[config.mk]
export PLATFORM = sky130hd
export DESIGN_NAME = adcsr_readout
export DESIGN_NICKNAME = d
export VERILOG_FILES = /design/src/include/adcsr_pkg.sv /design/src/hw/adcsr_buf.sv /design/src/hw/adcsr_readout.sv
export SDC_FILE = /design/constraint.sdc
export NUM_CORES = 1
export LEC_CHECK = 0
export BUFFER_PORTS_ARGS = -buffer_cell sky130_fd_sc_hd__buf_2
export CAP_MARGIN = 5
export CORE_UTILIZATION = 55
export CTS_CLUSTER_SIZE = 10
export DETAILED_ROUTE_END_ITERATION = 16
export MAX_ROUTING_LAYER = met4
export PLACE_DENSITY_LB_ADDON = 0.25
export SLEW_MARGIN = 15
export SYNTH_ARGS = -nofsm -noshare
export SYNTH_HDL_FRONTEND = slang
export SYNTH_SLANG_ARGS = --single-unit
export TNS_END_PERCENT = 20
[constraint.sdc]
create_clock -name clk_in -period 3 [get_ports clk_in]
set_input_delay 0.6 -clock clk_in [delete_from_list [all_inputs] [get_ports clk_in]]
set_output_delay 0.6 -clock clk_in [all_outputs]
set_load 0.005 [all_outputs]
[src/include/adcsr_pkg.sv]
package adcsr_pkg;
   // clock and timing
   localparam int CLK_PERIOD_NS = 40;
   localparam int POR_TIME_NS = 500000;
   localparam int POR_CYC = POR_TIME_NS / CLK_PERIOD_NS;
   localparam int TEST_DELAY_NS = 26000;
   localparam int TEST_DELAY_CYC = (TEST_DELAY_NS + CLK_PERIOD_NS - 1) / CLK_PERIOD_NS;
   // status test delay on the external oscillator, in tenths of a period, rounded up to whole ticks
   localparam int EXT_DELAY_TENTHS = 36;
   localparam int EXT_DELAY_TICKS = (EXT_DELAY_TENTHS + 9) / 10;
   localparam int TDLY_W = $clog2(TEST_DELAY_CYC + 1);
   // serial clock divider and frame
   localparam int SCK_DIV = 8;
   localparam int SCK_HALF = SCK_DIV / 2;
   localparam int DIV_W = $clog2(SCK_HALF);
   localparam int FRAME_BITS = 32;
   localparam int CNT_W = $clog2(FRAME_BITS + 1);
   localparam logic [CNT_W-1:0] LAST_BIT = CNT_W'(FRAME_BITS);
   localparam logic [CNT_W-1:0] PRE_LAST_BIT = CNT_W'(FRAME_BITS - 1);
   localparam logic [CNT_W-1:0] FIRST_BIT = CNT_W'(1);
   // levels
   localparam logic EOC_BUSY = 1'b1;
   localparam logic EOC_DONE = 1'b0;
   typedef enum logic [1:0] {
      ST_POR = 2'h2,
      ST_CONV = 2'h0,
      ST_SLEEP = 2'h1,
      ST_DOUT = 2'h3
   } adcsr_state_e;
endpackage

[src/hw/adcsr_buf.sv]
module adcsr_buf #(
   parameter int WIDTH = 31,
   parameter int DEPTH = 2
) (
   // clock and reset
   input wire logic clk_in,
   input wire logic rst_in,
   // fill side
   input wire logic in_valid_in,
   input wire logic [WIDTH-1:0] in_data_in,
   output logic in_ready_out,
   // drain side
   output logic out_valid_out,
   output logic [WIDTH-1:0] out_data_out,
   input wire logic out_ready_in
);
   localparam int PW = (DEPTH > 1) ? $clog2(DEPTH) : 1;
   localparam int CW = $clog2(DEPTH + 1);

   logic [WIDTH-1:0] mem_r [DEPTH];
   logic [PW-1:0] wr_ptr_r;
   logic [PW-1:0] rd_ptr_r;
   logic [CW-1:0] count_r;
   logic [CW-1:0] count_nxt;
   logic push;
   logic pop;

   if (DEPTH < 2) begin : g_chk
      $error("adcsr_buf needs at least two entries");
   end

   function automatic logic [PW-1:0] ptr_inc(input logic [PW-1:0] p);
      ptr_inc = (p == PW'(DEPTH - 1)) ? '0 : p + PW'(1);
   endfunction

   assign push = in_valid_in && in_ready_out;
   assign pop = out_valid_out && out_ready_in;
   assign out_data_out = mem_r[rd_ptr_r];

   always_comb begin
      count_nxt = count_r;
      if (push && !pop) begin
         count_nxt = count_r + CW'(1);
      end else if (pop && !push) begin
         count_nxt = count_r - CW'(1);
      end
   end

   always_ff @(posedge clk_in) begin
      if (push) begin
         mem_r[wr_ptr_r] <= in_data_in;
      end
   end

   always_ff @(posedge clk_in) begin
      if (rst_in) begin
         wr_ptr_r <= '0;
         rd_ptr_r <= '0;
         count_r <= '0;
         in_ready_out <= 1'b0;
         out_valid_out <= 1'b0;
      end else begin
         if (push) begin
            wr_ptr_r <= ptr_inc(wr_ptr_r);
         end
         if (pop) begin
            rd_ptr_r <= ptr_inc(rd_ptr_r);
         end
         count_r <= count_nxt;
         in_ready_out <= (count_nxt != CW'(DEPTH));
         out_valid_out <= (count_nxt != '0);
      end
   end
endmodule

[src/hw/adcsr_readout.sv]
module adcsr_readout
   import adcsr_pkg::*;
#(
   parameter int POR_CYCLES = adcsr_pkg::POR_CYC,
   parameter int RESULT_W = adcsr_pkg::FRAME_BITS - 1,
   parameter int BUF_DEPTH = 2
) (
   // clock and reset
   input wire logic clk_in,
   input wire logic rst_in,
   // serial link pins
   input wire logic cs_n_in,
   input wire logic sck_in,
   output logic sck_out,
   output logic sck_oe_out,
   output logic sck_pullup_out,
   output logic sdo_out,
   output logic sdo_oe_out,
   // conversion clock source
   input wire logic rate_oscillator_pin_in,
   input wire logic conv_tick_in,
   // conversion core
   output logic conv_start_out,
   input wire logic result_valid_in,
   input wire logic [RESULT_W-1:0] result_data_in,
   output logic result_ready_out
);
   import adcsr_pkg::*;

   localparam int POR_W = $clog2(POR_CYCLES + 1);

   adcsr_state_e state_r;
   logic [POR_W-1:0] por_cnt_r;
   logic ext_mode_r;
   logic cs_q_r;
   logic sck_q_r;
   logic sck_drv_r;
   logic [DIV_W-1:0] div_r;
   logic [CNT_W-1:0] bit_cnt_r;
   logic [FRAME_BITS-1:0] shreg_r;
   logic [TDLY_W-1:0] tdly_r;
   logic sck_oe_r;
   logic buf_valid;
   logic [RESULT_W-1:0] buf_data;
   logic buf_ready;
   logic cs_fall;
   logic cs_rise;
   logic sck_lvl;
   logic sck_rise;
   logic sck_fall;
   logic por_done;
   logic conv_done;
   logic tdly_expired;
   logic int_tick;
   logic ext_end;
   logic int_end;
   logic abort;
   logic enter_conv;

   if (POR_CYCLES < 1 || RESULT_W != FRAME_BITS - 1 || BUF_DEPTH < 2) begin : g_chk
      $error("adcsr_readout parameters out of range");
   end

   function automatic logic edge_up(input logic prev, input logic cur);
      edge_up = !prev && cur;
   endfunction

   // result buffer between the conversion core and the shift register
   adcsr_buf #(
      .WIDTH(RESULT_W),
      .DEPTH(BUF_DEPTH)
   ) u_buf (
      .clk_in(clk_in),
      .rst_in(rst_in),
      .in_valid_in(result_valid_in),
      .in_data_in(result_data_in),
      .in_ready_out(result_ready_out),
      .out_valid_out(buf_valid),
      .out_data_out(buf_data),
      .out_ready_in(buf_ready)
   );

   // edge detection on link pins
   assign cs_fall = edge_up(!cs_q_r, !cs_n_in);
   assign cs_rise = edge_up(cs_q_r, cs_n_in);
   assign sck_lvl = ext_mode_r ? sck_in : sck_drv_r;
   assign sck_rise = edge_up(sck_q_r, sck_lvl);
   assign sck_fall = edge_up(!sck_q_r, !sck_lvl);

   assign por_done = (state_r == ST_POR) && (por_cnt_r == POR_W'(POR_CYCLES - 1));
   assign buf_ready = (state_r == ST_CONV);
   assign conv_done = buf_ready && buf_valid;
   assign int_tick = conv_tick_in && (div_r == DIV_W'(SCK_HALF - 1));
   assign tdly_expired = rate_oscillator_pin_in ? (tdly_r >= TDLY_W'(EXT_DELAY_TICKS))
                                                 : (tdly_r >= TDLY_W'(TEST_DELAY_CYC));
   assign abort = (state_r == ST_DOUT) && cs_rise;
   assign ext_end = (state_r == ST_DOUT) && ext_mode_r && sck_fall && (bit_cnt_r == LAST_BIT);
   assign int_end = (state_r == ST_DOUT) && !ext_mode_r && sck_rise && (bit_cnt_r == PRE_LAST_BIT);
   assign enter_conv = por_done || abort || ext_end || int_end;

   always_ff @(posedge clk_in) begin
      if (rst_in) begin
         cs_q_r <= 1'b1;
         sck_q_r <= 1'b1;
      end else begin
         cs_q_r <= cs_n_in;
         sck_q_r <= sck_lvl;
      end
   end

   // power-on delay counter
   always_ff @(posedge clk_in) begin
      if (rst_in) begin
         por_cnt_r <= '0;
      end else if (state_r == ST_POR) begin
         por_cnt_r <= por_cnt_r + POR_W'(1);
      end
   end

   // clock mode selection
   always_ff @(posedge clk_in) begin
      if (rst_in) begin
         ext_mode_r <= 1'b0;
      end else if (por_done) begin
         ext_mode_r <= !sck_in;
      end else if (cs_fall && state_r != ST_POR) begin
         ext_mode_r <= !sck_in;
      end
   end

   // conversion state machine
   always_ff @(posedge clk_in) begin
      if (rst_in) begin
         state_r <= ST_POR;
      end else begin
         case (state_r)
            ST_POR: begin
               if (por_done) begin
                  state_r <= ST_CONV;
               end
            end
            ST_CONV: begin
               if (conv_done) begin
                  state_r <= ST_SLEEP;
               end
            end
            ST_SLEEP: begin
               if (sck_rise && !cs_n_in) begin
                  state_r <= ST_DOUT;
               end
            end
            ST_DOUT: begin
               if (abort) begin
                  state_r <= ST_CONV;
               end else if (ext_end || int_end) begin
                  state_r <= ST_CONV;
               end
            end
            default: state_r <= ST_POR;
         endcase
      end
   end

   always_ff @(posedge clk_in) begin
      if (rst_in) begin
         conv_start_out <= 1'b0;
      end else begin
         conv_start_out <= enter_conv;
      end
   end

   // result shift register and bit counter
   always_ff @(posedge clk_in) begin
      if (rst_in) begin
         shreg_r <= '0;
      end else if (conv_done) begin
         shreg_r <= {EOC_DONE, buf_data};
      end else if (state_r == ST_DOUT && sck_fall) begin
         shreg_r <= {shreg_r[FRAME_BITS-2:0], 1'b0};
      end
   end

   always_ff @(posedge clk_in) begin
      if (rst_in) begin
         bit_cnt_r <= '0;
      end else if (state_r == ST_SLEEP && sck_rise && !cs_n_in) begin
         bit_cnt_r <= FIRST_BIT;
      end else if (state_r == ST_DOUT && sck_rise) begin
         bit_cnt_r <= bit_cnt_r + CNT_W'(1);
      end else if (state_r != ST_DOUT) begin
         bit_cnt_r <= '0;
      end
   end

   // status test delay, counted from chip-select fall or end of conversion
   always_ff @(posedge clk_in) begin
      if (rst_in) begin
         tdly_r <= '0;
      end else if (cs_n_in || state_r != ST_SLEEP || ext_mode_r) begin
         tdly_r <= '0;
      end else if (!tdly_expired && (conv_tick_in || !rate_oscillator_pin_in)) begin
         tdly_r <= tdly_r + TDLY_W'(1);
      end
   end

   // internal serial clock divider
   always_ff @(posedge clk_in) begin
      if (rst_in) begin
         div_r <= '0;
      end else if (state_r != ST_DOUT) begin
         div_r <= '0;
      end else if (conv_tick_in) begin
         div_r <= div_r + DIV_W'(1);
      end
   end

   always_ff @(posedge clk_in) begin
      if (rst_in) begin
         sck_drv_r <= 1'b1;
      end else if (cs_fall || conv_done) begin
         sck_drv_r <= 1'b0;
      end else if (state_r == ST_SLEEP && !ext_mode_r && !cs_n_in && tdly_expired) begin
         sck_drv_r <= 1'b1;
      end else if (state_r == ST_DOUT && !ext_mode_r && int_tick && !int_end) begin
         sck_drv_r <= !sck_drv_r;
      end
   end

   // pin drivers
   always_ff @(posedge clk_in) begin
      if (rst_in) begin
         sck_out <= 1'b1;
         sck_oe_r <= 1'b0;
         sck_pullup_out <= 1'b1;
      end else begin
         sck_out <= sck_drv_r;
         sck_oe_r <= !ext_mode_r && !cs_n_in && state_r != ST_POR;
         sck_pullup_out <= (state_r == ST_POR) || (cs_rise && sck_oe_r) || sck_in;
      end
   end
   assign sck_oe_out = sck_oe_r;

   always_ff @(posedge clk_in) begin
      if (rst_in) begin
         sdo_out <= EOC_BUSY;
         sdo_oe_out <= 1'b0;
      end else begin
         sdo_oe_out <= !cs_n_in;
         case (state_r)
            ST_SLEEP: sdo_out <= EOC_DONE;
            ST_DOUT: sdo_out <= shreg_r[FRAME_BITS-1];
            default: sdo_out <= EOC_BUSY;
         endcase
      end
   end
endmodule

==> metrics.txt, run 1 <==
status complete, no violations; FF-to-FF End shreg_r[6]$_SDFFE_PP0P_; die area between 10000 and 15000 um^2; DP HPWL approximately 6600 um; Total Neg Setup Slack 0 ps; synthesized net count roughly 560; initial antenna violation count 0; Setup Viol. Count Final 0; Placer Congestion about 0.83; fmax ~430 MHz; Starting Density 0.573; cell count after synthesis roughly 500; Post-Route Skew 6.04 ps; WHS Endpoint u_buf.mem_r[1][10]$_DFFE_PP_; post-synth top area cell edfxtp_1; RR Startpoint ext_mode_r$_SDFFE_PP0P_; most common cell after layout, fill and taps aside dfxtp_1; Post-CTS Setup Bufs 0; DRC viols 0; first-pass GRT wire length approximately 18000 um; DRT Pass-1 Iters 4; unrepaired setup endpoints after global routing false; IO buf count between 40 and 50; prevailing post-synth register cell dfxtp_1; Die Ht ~110 um; H-tree depth 4; Worst-Skew Late Latency roughly 520 ps; via/cell ratio 5.83; CP Cell Sequence mux2i_1 > nand4_1 > buf_4 > mux2i_1 > a211oi_1; Seq/Total Area, Yosys 0.588; Area contributors post-synth edfxtp_1, dfxtp_1, a211oi_1; Die W between 100 and 150 um; Slowest cell on crit path mux2i_1; Final Hold Viols 0; EDFF count, synth 62; Hold Buf Count CTS 0; Netlist Area Pre-Place ~6000 um^2; FF+latch count, synth approximately 150; maximum VDD drop roughly 480 uV; Data arrival, critical path roughly 2700 ps; worst relative slew slack 0.462; fin crit period ~2300 ps; Crit path required time 3430 ps; R2R cell count 5; TritonCTS clock tree done; Tot GR Track Use 0.210; slowest stage delay, CP roughly 720 ps; Clock transition at path regs around 60 ps; gr ovfl total 0; most frequent cells in the layout dfxtp_1, a211oi_1, edfxtp_1; number of global-route vias before repair about 4000; cts bufs inserted 17; share of layout cells above drive strength 1 0.159; vias approximately 4000; Area growth syn-to-layout 14.6%; routed len/inst between 15 and 20 um; non-filler instance count after layout 701; clock buffer depth 2; YS warnings 0; CTS root buf clkbuf_8; Avg Inst Size Synth approximately 12 um^2; library cells used by synthesis 54; reg2reg setup slack approximately 700 ps; area share of the largest cell type after synthesis 0.311; largest net degree at the start of global routing just over 50; DP Cell Count about 670; nets between 500 and 600; Core ar. 10500 um^2; Worst Path Max Fanout 33; Worst Path Class, Setup reg -> reg; CP startpoint kind flip-flop; final wirelength 10600 um; Diodes inserted 0; Initial DRC Count 250; Hold Path Cell Cnt 1; pwr dens roughly 600 nW/um^2; worst hold start result_data_in[10]; fin. max-slew vios 0; post-route ant nets 0; HP Class in -> reg; CP dominant cell by count mux2i_1; max_cap viols 0; post_cts resized 0; clk sinks approximately 150; period utilization 0.767; Async SR Flop Fraction 0; Cell Rows 37; # IOs 45; worst slew pin tran just under 800 ps; Leakage 2.57 nW; Critical Path Sink Type flip-flop
-- where the power goes --
| part | switching (W) | leakage (nW) | internal (W) | total, W |
|---|---|---|---|---|
| Clock | 0.000750 | 0.256 | 0.00114 | 0.00189 |
| Sequential | 0.0000202 | 1.24 | 0.00211 | 0.00213 |
| Combinational | 0.0000785 | 1.08 | 0.0000518 | 0.000130 |
| Total | 0.000849 | 2.57 | 0.00330 | 0.00415 |
-- cell usage after synthesis (10+ instances only) --
library cell  count
clkbuf_1         26
nand2_1          15
nor2_1           30
nand3_1          13
edfxtp_1         62
nand4_1          11
dfxtp_1          83
mux2i_1          39
o21ai_0          10
a211oi_1         62
nor2b_1          35
xor2_1           11
-- sequential cells by signal (all words and copies together) (netlist names), named ones only --
register,count
sck_out,1
div_r,2
u_buf.count_r,2
shreg_r,32
sck_pullup_out,1
sdo_oe_out,1
sck_oe_out,1
cs_q_r,1
sdo_out,1
u_buf.wr_ptr_r,1
por_cnt_r,14
ext_mode_r,1
sck_drv_r,1
state_r,2
u_buf.out_valid_out,1
bit_cnt_r,6
u_buf.in_ready_out,1
conv_start_out,1
sck_q_r,1
tdly_r,10
u_buf.rd_ptr_r,1
u_buf.mem_r,62
-- layout make-up --
type	count	area, um^2
Timing Repair Buffer	52	293
Inverter	9	33.8
Sequential cell	145	3520
Clock inverter	9	83.8
Tap cell	136	170
Multi-Input combinational cell	327	2310
Fill cell	808	3590
Clock buffer	23	457
-- logic make-up after synthesis --
group / synth area share
xor+xnor: 0.0278
compound gates: 0.132
simple gates: 0.147
mux: 0.0651
buf+inv: 0.0278
fa+ha+maj: 0.0125
flops: 0.588
-- per-stage QoR --
| stage | total power, W | cell area [um^2] | worst slack (ps) | util | hold WS, ps |
|---|---|---|---|---|---|
| floorplan | 0.00225 | 5990 | 539 | - | 426 |
| global placement | 0.00230 | 6330 | 671 | 0.605 | 468 |
| CTS | 0.00419 | 6870 | 730 | 0.656 | 233 |
| global route | 0.00430 | 6870 | 464 | 0.656 | 226 |
| detailed placement | 0.00231 | 6330 | 620 | 0.605 | 495 |
| finish | 0.00415 | 6870 | 699 | 0.656 | 261 |
-- worst max-delay path: cells and delay by family (launching register included) --
kind	cells	cell delay [ps]
flip-flops	1	510
multiplexers	2	900
AND/OR/NAND/NOR	1	160
AO/OA/AOI/OAI	1	280
buffers and inverters	1	320
-- per-layer routing --
| metal | global-route usage | vias to the layer above | wire length [um] |
|---|---|---|---|
| met2 | 0.346 | 84 | 5350 |
| met5 | - | - | 0 |
| li1 | - | 2017 | - |
| met4 | 0.0873 | 0 | 153 |
| met3 | 0.0644 | 17 | 453 |
| met1 | 0.238 | 1966 | 4600 |
-- how the worst max path moves through the flow --
| stage | from | to |
|---|---|---|
| after global placement | sck_in | sck_drv_r$_SDFFE_PP1P_ |
| after CTS | ext_mode_r$_SDFFE_PP0P_ | shreg_r[25]$_SDFFE_PP0P_ |
| after floorplan | result_valid_in | u_buf.mem_r[0][0]$_DFFE_PP_ |
| final | ext_mode_r$_SDFFE_PP0P_ | shreg_r[6]$_SDFFE_PP0P_ |
| after detailed placement | sck_in | shreg_r[4]$_SDFFE_PP0P_ |
| after global routing | ext_mode_r$_SDFFE_PP0P_ | shreg_r[3]$_SDFFE_PP0P_ |
(Power assumes the default switching activity.)
==> run 2: changes to the inputs <==
- clock period: 3 -> 2.19 ns (I/O delays scaled with it)
==> metrics.txt, run 2 (same netlist as run 1, synthesis figures left out) <==
CP startpoint tdly_r[4]$_SDFFE_PP0P_; Top reg by flops u_buf.mem_r; Worst Path Max Fanout 11 (-67%); routed len/inst 15.4 um (+2.6%); Post-Route Skew 9.69 ps (+3.64 ps); Post-CTS Setup Bufs 0 (unchanged); Final Core Density 0.666 (+0.00993); nets 607 (+1.8%); fillers 784 (-3.0%); total power 0.00581 W (+40%); Final Hold Viols 0 (unchanged); fin crit period 2040 ps (-260 ps); GR Layer Usage met2 0.357 (+0.0111); non-filler instance count after layout 712 (+1.6%); post_cts resized 0 (unchanged); Worst Path Class, Setup reg -> reg; R2R cell count 4 (-1); DP Cell Count 680 (+1.6%); first-pass GRT wire length 18400 um (+3.4%); initial antenna violation count 0 (unchanged); worst slew pin tran 657 ps (-127 ps); CTS root buf clkbuf_8; Total Neg Setup Slack 0 ps (unchanged); most common cell after layout, fill and taps aside dfxtp_1; die area 11300 um^2 (unchanged); HP Class in -> reg; share of layout cells above drive strength 1 0.182 (+0.0230); CP startpoint kind flip-flop; vias 4174 (+2.2%); power share of the combinational group 0.032 (about the same); CP Cell Sequence or4_4 > o31a_1 > or4_1 > a21boi_1; cts bufs inserted 17 (unchanged); H-tree depth 4 (unchanged); Initial DRC Count 277 (+11%); Switching Share 0.212 (+0.00771); max_cap viols 0 (unchanged); TritonCTS clock tree done; Data arrival, critical path 2510 ps (-220 ps); post-route ant nets 0 (unchanged); # IOs 45 (unchanged); DRC viols 0 (unchanged); Setup Viol. Count Final 0 (unchanged); via/cell ratio 5.86 (+0.62%); worst relative slew slack 0.561 (+0.0990); slowest stage delay, CP 560 ps (-160 ps); Die Ht 106 um (unchanged); pwr dens 833 nW/um^2 (+38%); Placer Congestion 0.871 (+4.9%); Setup crit end tdly_r[6]$_SDFFE_PP0P_; Critical Path Sink Type flip-flop; Core ar. 10500 um^2 (unchanged); Crit path max-delay family simple AND/OR/NAND/NOR gates; reg2reg setup slack 150 ps (-550 ps); clock share of power 0.465 (+0.010); Largest regs u_buf.mem_r (62), shreg_r (32), por_cnt_r (14); Tot GR Track Use 0.220 (+0.00982); met3 usage 0.0736 (+0.00920); number of global-route vias before repair 3958 (+1.9%); largest net degree at the start of global routing 42 (-18%); Crit path required time 2660 ps (-770 ps); DRT Pass-1 Iters 5 (+1); Die W 106 um (unchanged); CP Depth 4 (-1); Buf+Inv Stages, Crit Path 0 (-1); Diodes inserted 0 (unchanged); P_sw 0.00123 W (+45%); Most Crowded Layer GR met2; unrepaired setup endpoints after global routing false; DP HPWL 7020 um (+5.7%); Worst-Skew Late Latency 530 ps (about the same); gr ovfl total 0 (unchanged); sequential power share 0.503 (-0.011); Cell Rows 37 (unchanged); status complete, no violations; max reg flops 62 (unchanged); fin. max-slew vios 0 (unchanged); period utilization 0.932 (+0.165); Clock transition at path regs 60 ps (about the same); FF-to-FF End tdly_r[6]$_SDFFE_PP0P_; clock buffer depth 2 (unchanged); clk sinks 145 (unchanged); Leakage 2.65 nW (+3.0%); maximum VDD drop 609 uV (+28%); Slowest cell on crit path or4_4; GRT met1 Usage 0.248 (+0.0107); most frequent cells in the layout dfxtp_1, a211oi_1, edfxtp_1; Starting Density 0.573 (unchanged); Hold Buf Count CTS 0 (unchanged); Area growth syn-to-layout 16.3%; RR Startpoint tdly_r[4]$_SDFFE_PP0P_; final wirelength 11000 um (+4.2%); Pint 0.00457 W (+38%); fmax 490 MHz (+13%); IO buf count 44 (unchanged)
-- run 2: metrics by stage --
stage / cell area (um^2) / worst slack [ps] / hold slack, ps
6_report: 6970 / 149 / 91.8
5_1_grt: 6970 / 60.1 / 52.0
4_1_cts: 6970 / 149 / 59.5
3_5_place_dp: 6410 / 162 / 462
3_3_place_gp: 6410 / 196 / 463
2_1_floorplan: 6000 / 215 / 426
-- run 2: worst min path at each step --
stage | to | cells after the start | startpoint
after floorplan | sdo_out$_SDFF_PP1_ | 1 | shreg_r[31]$_SDFFE_PP0P_
after global placement | tdly_r[9]$_SDFFE_PP0P_ | 1 | tdly_r[9]$_SDFFE_PP0P_
after detailed placement | sdo_out$_SDFF_PP1_ | 1 | shreg_r[31]$_SDFFE_PP0P_
after CTS | u_buf.mem_r[0][26]$_DFFE_PP_ | 1 | result_data_in[26]
after global routing | u_buf.mem_r[0][26]$_DFFE_PP_ | 1 | result_data_in[26]
final | u_buf.mem_r[0][26]$_DFFE_PP_ | 1 | result_data_in[26]
-- run 2: final cells by class --
type,count,area [um^2],area share
Clock buffer,21,459,0.0659
Inverter,9,33.8,0.00485
Timing Repair Buffer,63,375,0.0538
Clock inverter,11,103,0.0147
Tap cell,136,170,0.0244
Multi-Input combinational cell,327,2310,0.331
Sequential cell,145,3520,0.506
-- run 2: per-layer routing --
metal,wire length [um],share of wire
met5,0,0
met4,191,0.017
met3,534,0.049
met2,5540,0.50
met1,4730,0.43
-- run 2: power groups by stage --
stage                     clock network [W]  registers [W]  logic, W
after floorplan                           0        0.00297  0.000109
after detailed placement                  0        0.00298  0.000188
after global placement                    0        0.00297  0.000181
after CTS                           0.00275        0.00292  0.000190
final                               0.00270        0.00292  0.000189
after global routing                0.00288        0.00292  0.000210
